## src/include/fesp_pkg.sv

```systemverilog
// Constants, register layouts and carrier types for the flash fault status and
// program-flash protection block.
// Assumes an APB master with 32-bit data and byte addresses of one word per register.
package fesp_pkg;

  // Register indices; the byte address is four times the index.
  localparam logic [7:0]  IDX_CONFIG   = 8'h03;
  localparam logic [7:0]  IDX_ERR_CFG  = 8'h05;
  localparam logic [7:0]  IDX_CMD_STAT = 8'h06;
  localparam logic [7:0]  IDX_FAULT    = 8'h07;
  localparam logic [7:0]  IDX_PROT     = 8'h08;

  // Field positions.
  localparam int unsigned BIT_DOUBLE_FAULT = 1;
  localparam int unsigned BIT_SINGLE_FAULT = 0;
  localparam int unsigned BIT_IGNORE_SF    = 4;
  localparam int unsigned BIT_VIOLATION    = 4;

  // Reset and fallback values of the protection register.
  localparam logic [7:0]  PROT_FULL = 8'h7F;

  // Location of the stored protection byte fetched by the reset sequence.
  localparam logic [23:0] PROT_BYTE_ADDR = 24'h7F_FF0C;

  // Window geometry.
  localparam logic [23:0] PF_TOP_EXCL = 24'h80_0000;
  localparam logic [23:0] HI_MIN_SIZE = 24'h00_0800;
  localparam logic [23:0] LO_BASE     = 24'h7F_8000;
  localparam logic [23:0] LO_MIN_SIZE = 24'h00_0400;

  // Allowed scenario transitions: row is the present scenario, bit is the target.
  localparam logic [7:0][7:0] PROT_TRANS = {
    8'hFF, 8'h5A, 8'h3C, 8'h18, 8'h08, 8'h0C, 8'h0A, 8'h0F
  };
  localparam logic [2:0] SCEN_OPEN = 3'h7;

  typedef struct packed {
    logic       protection_open;
    logic       reserved_nonvolatile_bit;
    logic       high_window_disable;
    logic [1:0] high_window_size;
    logic       low_window_disable;
    logic [1:0] low_window_size;
  } fesp_prot_type;

  typedef struct packed {
    logic double_fault;
    logic single_fault;
    logic busy_block_read;
  } fesp_fault_evt_type;

  typedef struct packed {
    logic        valid;
    logic        block_erase;
    logic [22:0] addr;
  } fesp_cmd_type;

  typedef struct packed {
    logic       valid;
    logic       double_fault;
    logic [7:0] value;
  } fesp_load_type;

endpackage

```

## src/fesp_top.sv

```systemverilog
// Flash fault status flags and program-flash protection register behind an APB slave.
// Assumes fault events and protection checks come from the flash controller as
// one-cycle pulses synchronous to clock, and the reset loader delivers one byte.
`timescale 1ns/1ps
`default_nettype none

module fesp_top
  import fesp_pkg::*;
#(
  parameter logic [23:0] PF_BASE = 24'h7F_0000
) (
  // Clock and reset.
  input  wire logic               clock,
  input  wire logic               rst,
  // APB slave.
  input  wire logic               psel,
  input  wire logic               penable,
  input  wire logic               pwrite,
  input  wire logic [11:0]        paddr,
  input  wire logic [31:0]        pwdata,
  output logic      [31:0]        prdata,
  output logic                    pready,
  output logic                    pslverr,
  // Flash controller events.
  input  wire fesp_fault_evt_type fault_evt,
  input  wire fesp_load_type      prot_load,
  input  wire fesp_cmd_type       cmd,
  // Results.
  output logic                    cmd_refused,
  output logic                    cmd_granted,
  output logic                    prot_loaded,
  output logic                    double_fault_irq,
  output logic                    single_fault_irq
);

  typedef struct packed {
    fesp_prot_type prot;
    logic          double_fault_flag;
    logic          single_fault_flag;
    logic          double_fault_irq_enable;
    logic          single_fault_irq_enable;
    logic          ignore_single_fault;
    logic          protection_violation_flag;
    logic          loaded;
    logic          pready;
    logic          pslverr;
    logic [31:0]   prdata;
    logic          refused;
    logic          granted;
    logic          irq_dbl;
    logic          irq_sgl;
  } fesp_state_type;

  fesp_state_type st_q;
  fesp_state_type st_d;

  // Scenario index of a protection value.
  function automatic logic [2:0] scen_of(input fesp_prot_type p);
    logic [2:0] s;
    s = 3'h0;
    if (p.protection_open) begin
      s = {1'b1, p.high_window_disable, p.low_window_disable};
    end else begin
      s = {1'b0, p.low_window_disable, p.high_window_disable};
    end
    return s;
  endfunction

  // Whether an address is protected under a given protection value.
  function automatic logic addr_protected(input fesp_prot_type p, input logic [22:0] a);
    logic [23:0] ax;
    logic [23:0] hi_base;
    logic [23:0] lo_end;
    logic        in_hi;
    logic        in_lo;
    logic        in_pf;
    logic        win;
    ax      = {1'b0, a};
    hi_base = PF_TOP_EXCL - (HI_MIN_SIZE << p.high_window_size);
    lo_end  = LO_BASE + (LO_MIN_SIZE << p.low_window_size);
    in_pf   = (ax >= PF_BASE) && (ax < PF_TOP_EXCL);
    in_hi   = !p.high_window_disable && (ax >= hi_base) && (ax < PF_TOP_EXCL);
    in_lo   = !p.low_window_disable && (ax >= LO_BASE) && (ax < lo_end);
    win     = in_hi || in_lo;
    // With both windows off this yields all or nothing, depending on the open bit.
    if (p.protection_open) begin
      return in_pf && win;
    end
    return in_pf && !win;
  endfunction

  logic          setup_phase;
  logic          wr_take;
  logic [7:0]    sel_idx;
  logic          aligned;
  logic          hit_cfg;
  logic          hit_err;
  logic          hit_cmd;
  logic          hit_fault;
  logic          hit_prot;
  fesp_prot_type wr_prot;
  logic          wr_allowed;
  logic          cmd_prot;

  assign setup_phase = psel && !penable && !st_q.pready;
  // A write lands only in the access cycle that the slave answers.
  assign wr_take     = psel && penable && st_q.pready && pwrite;
  assign sel_idx     = paddr[9:2];
  assign aligned     = (paddr[1:0] == 2'h0) && (paddr[11:10] == 2'h0);
  assign hit_cfg     = aligned && (sel_idx == IDX_CONFIG);
  assign hit_err     = aligned && (sel_idx == IDX_ERR_CFG);
  assign hit_cmd     = aligned && (sel_idx == IDX_CMD_STAT);
  assign hit_fault   = aligned && (sel_idx == IDX_FAULT);
  assign hit_prot    = aligned && (sel_idx == IDX_PROT);

  // Size fields follow the write only while the matching window is switched off.
  always_comb begin
    wr_prot = st_q.prot;
    wr_prot.protection_open     = pwdata[7];
    wr_prot.high_window_disable = pwdata[5];
    wr_prot.low_window_disable  = pwdata[2];
    if (st_q.prot.high_window_disable) begin
      wr_prot.high_window_size = pwdata[4:3];
    end
    if (st_q.prot.low_window_disable) begin
      wr_prot.low_window_size = pwdata[1:0];
    end
  end

  assign wr_allowed = PROT_TRANS[scen_of(st_q.prot)][scen_of(wr_prot)];
  assign cmd_prot   = cmd.block_erase ? (scen_of(st_q.prot) != SCEN_OPEN)
                                      : addr_protected(st_q.prot, cmd.addr);

  always_comb begin
    st_d = st_q;
    st_d.pready  = setup_phase;
    st_d.refused = cmd.valid && cmd_prot;
    st_d.granted = cmd.valid && !cmd_prot;

    if (setup_phase) begin
      st_d.pslverr = !(hit_cfg || hit_err || hit_cmd || hit_fault || hit_prot);
      st_d.prdata  = 32'h0000_0000;
      if (hit_cfg) begin
        st_d.prdata[BIT_IGNORE_SF] = st_q.ignore_single_fault;
      end
      if (hit_err) begin
        st_d.prdata[BIT_DOUBLE_FAULT] = st_q.double_fault_irq_enable;
        st_d.prdata[BIT_SINGLE_FAULT] = st_q.single_fault_irq_enable;
      end
      if (hit_cmd) begin
        st_d.prdata[BIT_VIOLATION] = st_q.protection_violation_flag;
      end
      if (hit_fault) begin
        st_d.prdata[BIT_DOUBLE_FAULT] = st_q.double_fault_flag;
        st_d.prdata[BIT_SINGLE_FAULT] = st_q.single_fault_flag;
      end
      if (hit_prot) begin
        st_d.prdata[7:0] = st_q.prot;
      end
    end

    if (wr_take && hit_cfg) begin
      st_d.ignore_single_fault = pwdata[BIT_IGNORE_SF];
    end
    if (wr_take && hit_err) begin
      st_d.double_fault_irq_enable = pwdata[BIT_DOUBLE_FAULT];
      st_d.single_fault_irq_enable = pwdata[BIT_SINGLE_FAULT];
    end
    if (wr_take && hit_fault && pwdata[BIT_DOUBLE_FAULT]) begin
      st_d.double_fault_flag = 1'b0;
    end
    if (wr_take && hit_fault && pwdata[BIT_SINGLE_FAULT]) begin
      st_d.single_fault_flag = 1'b0;
    end
    if (wr_take && hit_cmd && pwdata[BIT_VIOLATION]) begin
      st_d.protection_violation_flag = 1'b0;
    end
    // A rejected scenario change leaves the register on the scenario in force.
    if (wr_take && hit_prot && st_q.loaded && wr_allowed) begin
      st_d.prot = wr_prot;
    end

    // Hardware sets win over a clear in the same cycle.
    if (fault_evt.double_fault || fault_evt.busy_block_read) begin
      st_d.double_fault_flag = 1'b1;
    end
    if (!st_q.ignore_single_fault && (fault_evt.single_fault || fault_evt.busy_block_read)) begin
      st_d.single_fault_flag = 1'b1;
    end
    if (cmd.valid && cmd_prot) begin
      st_d.protection_violation_flag = 1'b1;
    end

    // Only the first load after reset is taken; later strobes cannot lower protection.
    if (prot_load.valid && !st_q.loaded) begin
      st_d.loaded = 1'b1;
      st_d.prot   = prot_load.double_fault ? fesp_prot_type'(PROT_FULL)
                                           : fesp_prot_type'(prot_load.value);
    end

    st_d.irq_dbl = st_d.double_fault_flag && st_d.double_fault_irq_enable;
    st_d.irq_sgl = st_d.single_fault_flag && st_d.single_fault_irq_enable;
  end

  always_ff @(posedge clock or posedge rst) begin
    if (rst) begin
      st_q <= '0;
      st_q.prot <= fesp_prot_type'(PROT_FULL);
    end else begin
      st_q <= st_d;
    end
  end

  assign prdata           = st_q.prdata;
  assign pready           = st_q.pready;
  assign pslverr          = st_q.pslverr;
  assign cmd_refused      = st_q.refused;
  assign cmd_granted      = st_q.granted;
  assign prot_loaded      = st_q.loaded;
  assign double_fault_irq = st_q.irq_dbl;
  assign single_fault_irq = st_q.irq_sgl;

  logic wr_fault;
  assign wr_fault = wr_take && hit_fault;
endmodule

`default_nettype wire

```

## config.mk

```make
export PLATFORM = sky130hd
export DESIGN_NAME = fesp_top
export DESIGN_NICKNAME = d
export VERILOG_FILES = /design/src/include/fesp_pkg.sv /design/src/fesp_top.sv
export SDC_FILE = /design/constraint.sdc
export NUM_CORES = 1
export LEC_CHECK = 0
export BUFFER_PORTS_ARGS = -buffer_cell sky130_fd_sc_hd__buf_4
export CORE_AREA = 4 4 75 77
export CTS_CLUSTER_SIZE = 30
export DETAILED_ROUTE_END_ITERATION = 10
export DIE_AREA = 0 0 79 81
export PLACE_DENSITY = 0.85
export SYNTH_ARGS = -nofsm -noshare
export SYNTH_HDL_FRONTEND = slang
export SYNTH_SLANG_ARGS = --single-unit
```

## constraint.sdc

```tcl
create_clock -name clock -period 3.6 [get_ports clock]
set_clock_uncertainty 0.1 [all_clocks]
set_input_delay 0.54 -clock clock [delete_from_list [all_inputs] [get_ports clock]]
set_output_delay 0.54 -clock clock [all_outputs]
set_load 0.01 [all_outputs]
```

==> results of run 1 <==
[layout make-up]
type	count	area, um^2
inverters	6	22.5
repair buffers	66	495
clock buffers	7	96.3
clock inverters	1	5.00
fillers	482	2400
flip-flops and latches	29	734
well taps	70	87.6
multi-input cells	189	1170
[path summary, 6_finish.rpt]
check / startpoint / endpoint / slack (ns) / cells past startpoint
min in group asynchronous: rst / cmd_granted / 0.43 / 2
min: prot_load[9] / prot_loaded / 0.36 / 2
max in group asynchronous: rst / st_q[39] / 2.34 / 2
max: st_q[49] / cmd_granted / 0.78 / 9
min reg2reg: prdata[7] / prdata[7] / 0.37 / 2
max reg2reg: st_q[49] / cmd_granted / 0.78 / 9
[through the flow]
step,power [W],hold WS [ns],instance area (um^2)
global placement,0.000550,0.354,2510
floorplan,0.000495,0.340,2190
finish,0.000843,0.364,2610
global route,0.000899,0.362,2610
CTS,0.000854,0.354,2610
detailed placement,0.000559,0.362,2510
[synth_stat cells (2+ instances only)]
library cell / count / area share
nand2_1: 33 / 0.059
buf_4: 32 / 0.11
dfrtp_1: 22 / 0.26
ha_1: 17 / 0.10
nand3_1: 14 / 0.033
a21oi_1: 13 / 0.031
o21ai_0: 10 / 0.024
nor2_1: 9 / 0.016
nor3_1: 9 / 0.021
dfstp_2: 7 / 0.088
inv_1: 6 / 0.011
mux2i_1: 5 / 0.024
clkbuf_1: 4 / 0.0071
nand2b_1: 4 / 0.012
or2_2: 4 / 0.012
mux2_2: 3 / 0.016
nor3b_1: 3 / 0.011
a222oi_1: 2 / 0.0095
and2_1: 2 / 0.0060
and3_1: 2 / 0.0060
buf_2: 2 / 0.0048
nand4_1: 2 / 0.0060
nor2b_1: 2 / 0.0060
nor4_1: 2 / 0.0060
o211ai_1: 2 / 0.0071
o21bai_1: 2 / 0.0071
o311ai_0: 2 / 0.0083
or3_1: 2 / 0.0060
[power breakdown]
part	internal, W	total, W	switching (W)
Clock	0.000172	0.000291	0.000118
Combinational	0.0000901	0.000182	0.0000923
Sequential	0.000349	0.000370	0.0000213
[per-layer routing]
layer / up-vias / GRT usage / wire, um / part of all wire
met5: - / 0 / 0 / 0
met4: 0 / 0.0704 / 128 / 0.027
met3: 14 / 0.0399 / 332 / 0.070
met2: 77 / 0.263 / 2400 / 0.51
met1: 848 / 0.181 / 1850 / 0.39
li1: 908 / - / - / -
[kinds of logic after synthesis]
| kind of cell | synth area share |
|---|---|
| fa+ha+maj | 0.101 |
| simple gates | 0.238 |
| compound gates | 0.126 |
| buf+inv | 0.139 |
| xor+xnor | 0.00417 |
| mux | 0.0399 |
| other cells | 0.00179 |
| flops | 0.350 |
[placed cells by master (no fill, tap or decap), types with 5 or more instances in the layout]
master,instances
buf_4,66
nand2_1,33
conb_1,26
dfrtp_1,22
ha_1,17
nand3_1,14
a21oi_1,13
o21ai_0,10
nor3_1,9
nor2_1,9
clkbuf_8,7
dfstp_2,7
inv_1,6
mux2i_1,5
[critical path, stage by stage, from the launching register on]
cell and delay [ns]:
dfstp_2 0.59, or2_2 0.14, ha_1 0.13, nor2b_1 0.40, ha_1 0.31, and3b_1 0.15
o311ai_0 0.32, nand4_1 0.15, xor2_1 0.19, o211a_1 0.23
==> summary.md, run 1 <==
| Metric | Value |
|---|---|
| Outcome | complete, no violations |
| Root Buffer | clkbuf_8 |
| Die area | 0.00640 mm^2 |
| Slew Limit Fails | 0 |
| Worst Hold Class | in -> reg |
| Vias | 1847 |
| #FFs+latches synth | 29 |
| H-tree Lvls | 2 |
| Hold buffer count at CTS | 0 |
| Nets | 401 |
| Post-Place Cells | 360 |
| Setup CP Type | reg -> reg |
| Final Hold Fails | 0 |
| Non-filler cells, final | 368 |
| First-pass GRT wire length | 7730 um |
| GRT Total Usage | 0.154 |
| Syn_area_per_cell | 8.82 um^2 |
| Initial Util | 0.419 |
| Async SR Flop Fraction | 1.00 |
| CTS Buf Count | 5 |
| Crit path required time | 3.66 ns |
| Post-Route Setup TNS | 0 ns |
| Leakage | 1.30 nW |
| Max FFs per register | 14 |
| Grt ovf | 0 |
| Largest net degree at the start of global routing | 30 |
| Crit path DAT | 2.89 ns |
| Final min period | 2.82 ns |
| Final wirelength | 4720 um |
| Vias/cell | 5.02 |
| Antenna fix cells | 0 |
| Nature of the critical path startpoint | register |
| Final setup margin | 0.776 ns |
| Vias in the first global route | 1746 |
| Clk_lat worst skew | 0.28 ns |
| WL/cell | 12.8 um |
| Rel. slew slack | 0.297 |
| Fmax | 0.354 GHz |
| Resized Gates After CTS | 0 |
| CTS max path bufs | 2 |
| Core area | 0.00501 mm^2 |
| Crit Path Max Fanout | 6 |
| Post-Syn Instances | 238 |
| Die Ht | 81 um |
| Cell Rows | 26 |
| DR DRC count | 0 |
| Top Ports | 126 |
| Actual slew at the worst max-slew pin | 1.05 ns |
| Post-DP HPWL | 3930 um |
| Final period util | 0.784 |
| Warnings, synthesis | 0 |
| Layout cells sized above 1 | 0.302 |
| Max Cap Viol | 0 |
| Power Dens Cells | 323 mW/mm^2 |
| Antenna viol nets, final | 0 |
| Clk sink count | 29 |
| Postcts setup bufs | 0 |
| # port buffers | 66 |
| EDFF count, synth | 0 |
| Initial antenna violation count | 0 |
| Die W | 79 um |
| First DRT Iteration DRCs | 102 |
| Synth Cell Area | 0.00210 mm^2 |
| Final core area utilization | 0.521 |
| CP endpoint kind | register |
| Clock transition at path regs | 0.06 ns |
| Setup-failing EPs final | 0 |
| Maximum VDD drop | 0.000282 V |
| Seq/Total Area, Yosys | 0.350 |
| Gpl congestion | 0.814 |
| Dpl ws | 0.800 ns |
| RSZ-0062 raised after global routing | no |
| Post-synth top flop | dfrtp_1 |
| Area Overhead vs Synth | 24.3% |
| CTS tree | done |
| Largest Register | st_q |
| Yosys cell types | 49 |
| Drt pass-1 iters | 4 |
Note: power is estimated with default switching activity, not from simulation.
==> inputs of run 2 (changes only) <==
--- a/config.mk
+++ b/config.mk
@@ -5,12 +5,13 @@
 export SDC_FILE = /design/constraint.sdc
 export NUM_CORES = 1
 export LEC_CHECK = 0
+export ABC_AREA = 1
 export BUFFER_PORTS_ARGS = -buffer_cell sky130_fd_sc_hd__buf_4
-export CORE_AREA = 4 4 75 77
+export CORE_AREA = 4 4 77 79
 export CTS_CLUSTER_SIZE = 30
 export DETAILED_ROUTE_END_ITERATION = 10
-export DIE_AREA = 0 0 79 81
-export PLACE_DENSITY = 0.85
+export DIE_AREA = 0 0 81 83
+export PLACE_DENSITY = 0.86
 export SYNTH_ARGS = -nofsm -noshare
 export SYNTH_HDL_FRONTEND = slang
 export SYNTH_SLANG_ARGS = --single-unit
==> constraint.sdc (replaced) <==
create_clock -name clock -period 2.6 [get_ports clock]
set_clock_uncertainty 0.1 [all_clocks]
set_input_delay 0.39 -clock clock [delete_from_list [all_inputs] [get_ports clock]]
set_output_delay 0.39 -clock clock [all_outputs]
set_load 0.01 [all_outputs]
==> run 2 against run 1 <==
  * Sequential cell count unchanged
  * Total power increased by 48%
  * Non-clock buffer count increased by 1
  * Synthesized cell count increased by 25%
  * Final area increased by 8.8%
  * Wire length increased by 14%
  * Worst setup slack got worse by 0.62 ns
  * Clock power increased by 40%
  * Register-to-register slack got worse by 0.62 ns
  * Cell count increased by 19%
  * Die area increased by 5.1%
  * Critical endpoint is now st_q[39]
  * Largest power group unchanged
  * Highest routed layer unchanged
==> summary.md, run 2 <==
| Metric | Value |
|---|---|
| Cell Rows | 27 (+3.8%) |
| Area Overhead vs Synth | 23.7% |
| Worst Hold Class | in -> reg |
| Top cells by area, synth | dfrtp_1 (24%), nand2_1 (12%), buf_4 (10%) |
| H-tree Lvls | 2 (unchanged) |
| Clk_lat worst skew | 0.28 ns (about the same) |
| CTS tree | done |
| Nets | 468 (+17%) |
| Leakage | 1.51 nW (+16%) |
| #FFs+latches synth | 29 (unchanged) |
| Post-Route Setup TNS | 0 ns (unchanged) |
| Vias | 2096 (+13%) |
| Gpl congestion | 0.860 (+5.7%) |
| Maximum VDD drop | 0.000353 V (+25%) |
| Final wirelength | 5390 um (+14%) |
| GRT Total Usage | 0.164 (+0.0102) |
| Core area | 0.00534 mm^2 (+6.5%) |
| Initial antenna violation count | 0 (unchanged) |
| Warnings, synthesis | 0 (unchanged) |
| Initial Util | 0.430 (+0.0111) |
| Actual slew at the worst max-slew pin | 0.991 ns (-0.0628 ns) |
| Nature of the critical path startpoint | register |
| Post-synth top flop | dfrtp_1 |
| Antenna fix cells | 0 (unchanged) |
| Grt ovf | 0 (unchanged) |
| Die Ht | 83 um (+2.5%) |
| First-pass GRT wire length | 8780 um (+14%) |
| Layout cells sized above 1 | 0.312 (+0.0103) |
| Non-filler cells, final | 437 (+19%) |
| Max FFs per register | 14 (unchanged) |
| Syn_area_per_cell | 7.70 um^2 (-13%) |
| Max Cap Viol | 0 (unchanged) |
| Die W | 81 um (+2.5%) |
| RSZ-0062 raised after global routing | no |
| Top Ports | 126 (unchanged) |
| Outcome | complete, no violations |
| Root Buffer | clkbuf_8 |
| CTS max path bufs | 2 (unchanged) |
| CP endpoint kind | register |
| Synth area leader | dfrtp_1 |
| Crit path DAT | 2.52 ns (-0.37 ns) |
| Setup-failing EPs final | 0 (unchanged) |
| Antenna viol nets, final | 0 (unchanged) |
| Final min period | 2.44 ns (-0.382 ns) |
| Seq/Total Area, Yosys | 0.320 (-0.0299) |
| Postcts setup bufs | 0 (unchanged) |
| Die area | 0.00672 mm^2 (+5.1%) |
| Final period util | 0.939 (+0.155) |
| Resized Gates After CTS | 0 (unchanged) |
| Rel. slew slack | 0.338 (+0.0419) |
| Crit Path Max Fanout | 5 (-1) |
| Top-count cell post-synth | nand2_1 |
| Most instantiated cells after synthesis | nand2_1 (71), inv_1 (35), buf_4 (32), dfrtp_1 (22), nand3_1 (18) |
| First DRT Iteration DRCs | 115 (+13%) |
| Yosys cell types | 37 (-24%) |
| Fmax | 0.410 GHz (+16%) |
| Slew Limit Fails | 0 (unchanged) |
| EDFF count, synth | 0 (unchanged) |
| WL/cell | 12.3 um (-3.7%) |
| Total power | 0.00125 W (+48%) |
| Vias in the first global route | 1989 (+14%) |
| Async SR Flop Fraction | 1.00 (unchanged) |
| Synth Cell Area | 0.00230 mm^2 (+9.4%) |
| Largest Register | st_q |
| Post-DP HPWL | 4440 um (+13%) |
| Post-Syn Instances | 298 (+25%) |
| Post-Place Cells | 429 (+19%) |
| DR DRC count | 0 (unchanged) |
| Largest net degree at the start of global routing | 27 (-10%) |
| Setup CP Type | reg -> reg |
| Clock transition at path regs | 0.06 ns (about the same) |
| Hold slack | 0.202 ns (-0.161 ns) |
| Crit path required time | 2.68 ns (-0.98 ns) |
| # port buffers | 66 (unchanged) |
| Commonest cells after routing, fill and taps aside | nand2_1 (71), buf_4 (67), inv_1 (34) |
| Commonest non-fill, non-tap cell in the layout | nand2_1 |
| Proportion of netlist area held by the largest area contributor | 0.240 (-0.0224) |
| Vias/cell | 4.80 (-4.4%) |
| Power Dens Cells | 440 mW/mm^2 (+36%) |
| Hold buffer count at CTS | 0 (unchanged) |
| Clk sink count | 29 (unchanged) |
| Final Hold Fails | 0 (unchanged) |
| CTS Buf Count | 5 (unchanged) |
| Drt pass-1 iters | 4 (unchanged) |
==> run 2: power by group <==
group	internal, W	switching, W	leakage, nW	total (W)
clock network	0.000239	0.000169	0.0542	0.000408
registers	0.000488	0.0000263	0.350	0.000514
logic	0.000145	0.000184	1.10	0.000329
total	0.000871	0.000380	1.51	0.00125
==> run 2: metal layers <==
| metal | share of wire | routed length, um | track usage |
|---|---|---|---|
| met2 | 0.51 | 2730 | 0.269 |
| met5 | 0 | 0 | 0 |
| met3 | 0.069 | 370 | 0.0456 |
| met4 | 0.023 | 123 | 0.0538 |
| met1 | 0.40 | 2170 | 0.206 |
==> run 2: final cells by class <==
| class | instances | area [um^2] |
|---|---|---|
| Clock buffer | 7 | 96.3 |
| Clock inverter | 1 | 5.00 |
| Timing Repair Buffer | 67 | 503 |
| Sequential cell | 29 | 734 |
| Multi-Input combinational cell | 222 | 1260 |
| Inverter | 39 | 146 |
| Tap cell | 72 | 90.1 |
| Fill cell | 530 | 2500 |
==> run 2: path summary, 6_finish.rpt <==
kind	startpoint	end	slack (ns)	cells after the start
worst min-delay path	prot_load[9]	prot_loaded	0.20	2
worst max-delay path	st_q[49]	st_q[39]	0.16	18
max in group asynchronous	rst	st_q[46]	1.43	3
worst max register to register	st_q[49]	st_q[39]	0.16	18
min in group asynchronous	rst	prdata[1]	0.24	2
worst min register to register	prdata[2]	prdata[2]	0.39	2
==> run 2: cell families after synthesis <==
group / synth area share
AOI/OAI and AO/OA: 0.112
adders and majority gates: 0.0926
buffers and inverters: 0.171
DFF: 0.320
muxes: 0.00436
other: 0.00163
and+or+nand+nor: 0.299
==> run 2: critical path: stages, from the launching register on <==
cell and delay [ns]:
dfstp_2 0.39, or2_2 0.32, ha_1 0.20, nand2_2 0.10
inv_2 0.07, ha_1 0.29, nand2_1 0.05, inv_1 0.07
nand3_1 0.07, nor2_1 0.10, nand2_1 0.06, nand2_1 0.06
nand2_1 0.07, nand2_1 0.07, nand2_1 0.05, nand3_1 0.07
nand2_1 0.06, nand2_1 0.10, nand2_1 0.05
==> run 2: stage by stage <==
| step | instance area [um^2] | worst slack (ns) | util |
|---|---|---|---|
| CTS | 2840 | 0.129 | 0.532 |
| finish | 2840 | 0.158 | 0.532 |
| floorplan | 2390 | 0.376 | - |
| detailed placement | 2740 | 0.121 | 0.513 |
| global route | 2840 | 0.00436 | 0.532 |
| global placement | 2740 | 0.193 | 0.513 |
==> inputs of run 3 (changes only) <==
==> constraint.sdc (replaced) <==
create_clock -name clock -period 2.6 [get_ports clock]
set_clock_uncertainty 0.1 [all_clocks]
set_input_delay 0.52 -clock clock [delete_from_list [all_inputs] [get_ports clock]]
set_output_delay 0.52 -clock clock [all_outputs]
set_load 0.01 [all_outputs]
==> run 3 against run 2 <==
  * Wire length is 1.7% lower
  * Sequential cell count stayed put
  * Core utilization is 0.23 points lower
  * Critical path depth is 2 higher
  * Highest routed layer unchanged
==> summary.md, run 3 (same netlist as run 2, synthesis figures left out) <==
| Metric | Value |
|---|---|
| Setup-failing EPs final | 0 (unchanged) |
| Worst R2R Path Depth | 20 (+2) |
| Leakage | 1.50 nW (-0.66%) |
| Max FFs per register | 14 (unchanged) |
| R2R Setup Slk | 0.18 ns (+0.02 ns) |
| # port buffers | 66 (unchanged) |
| Clk_lat worst skew | 0.28 ns (about the same) |
| Area Overhead vs Synth | 23.1% |
| Fmax | 0.413 GHz (+0.73%) |
| GRT Total Usage | 0.160 (-0.00453) |
| DR top layer | met4 |
| Final period util | 0.932 (-0.00682) |
| Fillers | 510 (-3.8%) |
| Initial Util | 0.430 (unchanged) |
| CP endpoint kind | register |
| Final core area utilization | 0.530 (-0.00234) |
| Antenna fix cells | 0 (unchanged) |
| Die W | 81 um (unchanged) |
| Initial antenna violation count | 0 (unchanged) |
| Clk sink count | 29 (unchanged) |
| Postcts setup bufs | 0 (unchanged) |
| Antenna viol nets, final | 0 (unchanged) |
| Met1 wire length | 2120 um (-2.2%) |
| Root Buffer | clkbuf_8 |
| Post-DP HPWL | 4430 um (-0.16%) |
| Nets | 468 (unchanged) |
| Post-Place Cells | 429 (unchanged) |
| Die area | 0.00672 mm^2 (unchanged) |
| CTS max path bufs | 2 (unchanged) |
| Worst Setup EP | st_q[39] |
| CTS tree | done |
| Clock transition at path regs | 0.07 ns (about the same) |
| Vias/cell | 4.83 (+0.62%) |
| DR DRC count | 0 (unchanged) |
| Dpl ws | 0.109 ns (-0.0127 ns) |
| Crit path required time | 2.67 ns (about the same) |
| Hold buffer count at CTS | 0 (unchanged) |
| H-tree Lvls | 2 (unchanged) |
| WL/cell | 12.1 um (-1.7%) |
| Max Cap Viol | 0 (unchanged) |
| Non-filler cells, final | 437 (unchanged) |
| Drt pass-1 iters | 4 (unchanged) |
| Top Ports | 126 (unchanged) |
| Slowest stage delay, CP | 0.40 ns (about the same) |
| Crit-path leading delay family | simple AND/OR/NAND/NOR gates |
| Met3 wire length | 391 um (+5.7%) |
| Die Ht | 83 um (unchanged) |
| Setup CP Type | reg -> reg |
| WL met2 | 2700 um (-1.2%) |
| Commonest non-fill, non-tap cell in the layout | nand2_1 |
| Buf/Inv on CP | 3 (+1) |
| WP depth | 20 (+2) |
| Gpl congestion | 0.860 (about the same) |
| Vias in the first global route | 1920 (-3.5%) |
| Slew Limit Fails | 0 (unchanged) |
| Maximum VDD drop | 0.000265 V (-25%) |
| Core area | 0.00534 mm^2 (unchanged) |
| Largest net degree at the start of global routing | 30 (+11%) |
| Power Dens Cells | 426 mW/mm^2 (-3.3%) |
| Crit Path Max Fanout | 5 (unchanged) |
| Vias | 2109 (+0.62%) |
| Largest Register | st_q |
| Multi-input gate area | 0.00127 mm^2 (+0.20%) |
| Final setup margin | 0.176 ns (+0.0177 ns) |
| First-pass GRT wire length | 8600 um (-2.0%) |
| Commonest cells after routing, fill and taps aside | nand2_1 (70), buf_4 (67), inv_1 (34) |
| Final Hold Fails | 0 (unchanged) |
| Storage cell area | 734 um^2 (unchanged) |
| Grt ovf | 0 (unchanged) |
| CTS Buf Count | 5 (unchanged) |
| Worst Hold Class | in -> async |
| Layout cells sized above 1 | 0.315 (+0.00274) |
| Nature of the critical path startpoint | register |
| RSZ-0062 raised after global routing | no |
| Critical path, cell by cell | or2_2, ha_1, nand2_2, inv_2, ha_1, nand2_1, inv_1, nand2_1, nand2_1, nand2_1, nand2_1, inv_1, nand2_1, nand2_1, nand2_1, nand2_1, nand3_1, nand2_1, nand2_2, nand2_1 |
| Worst r2r src | st_q[49] |
| Outcome | complete, no violations |
| Final min period | 2.42 ns (-0.0177 ns) |
| Slowest stage cell, crit path | dfstp_2 |
| First DRT Iteration DRCs | 124 (+7.8%) |
| FF-to-FF End | st_q[39] |
| Final wirelength | 5300 um (-1.7%) |
| Most frequent CP cell | nand2_1 |
| Crit path DAT | 2.50 ns (-0.02 ns) |
| Cell Rows | 27 (unchanged) |
| Worst setup path start | st_q[49] |
| Post-Route Setup TNS | 0 ns (unchanged) |
==> run 3: layer usage <==
metal	up-vias	GRT usage
met1	955	0.197
met4	0	0.0522
met3	10	0.0380
met2	90	0.269
met5	-	0
li1	1054	-
==> run 3: worst min path at each step <==
stage / start / to / cells after the start
2_1_floorplan: st_q[39] / st_q[39] / 2
3_3_place_gp: pslverr / pslverr / 2
3_5_place_dp: prdata[7] / prdata[7] / 2
4_1_cts: rst / prdata[1] / 3
5_1_grt: rst / prdata[6] / 3
6_report: rst / pready / 3
==> run 3: report_power, final <==
part           switching [W]  leakage [nW]  internal, W
sequential         0.0000273         0.350     0.000487
combinational       0.000184          1.10     0.000145
clock               0.000176        0.0439     0.000184
total               0.000387          1.50     0.000816
==> run 3: layout make-up <==
cell class / count / area share
inverter: 39 / 0.0518
tap: 72 / 0.0319
sequential: 29 / 0.260
timing repair buffer: 67 / 0.178
clock buffer: 5 / 0.0243
multi-input combinational: 222 / 0.448
clock inverter: 3 / 0.00620
==> run 3: tightest hold or removal path, stage by stage <==
cell and delay, ns:
buf_4 0.10, inv_1 0.04, buf_4 0.33
==> run 3: timing repair <==
action                                 in CTS  in global routing
endpoints found under the hold margin       0                  0
setup endpoints to repair                   0                  2
gates resized for setup                     0                  2
==> run 3: through the flow <==
stage          area, um^2  hold WS, ns  total power, W
2_1_floorplan        2390        0.350        0.000743
3_3_place_gp         2740        0.370        0.000831
3_5_place_dp         2740        0.376        0.000848
4_1_cts              2820        0.214         0.00121
5_1_grt              2830        0.249         0.00128
6_report             2830        0.204         0.00120
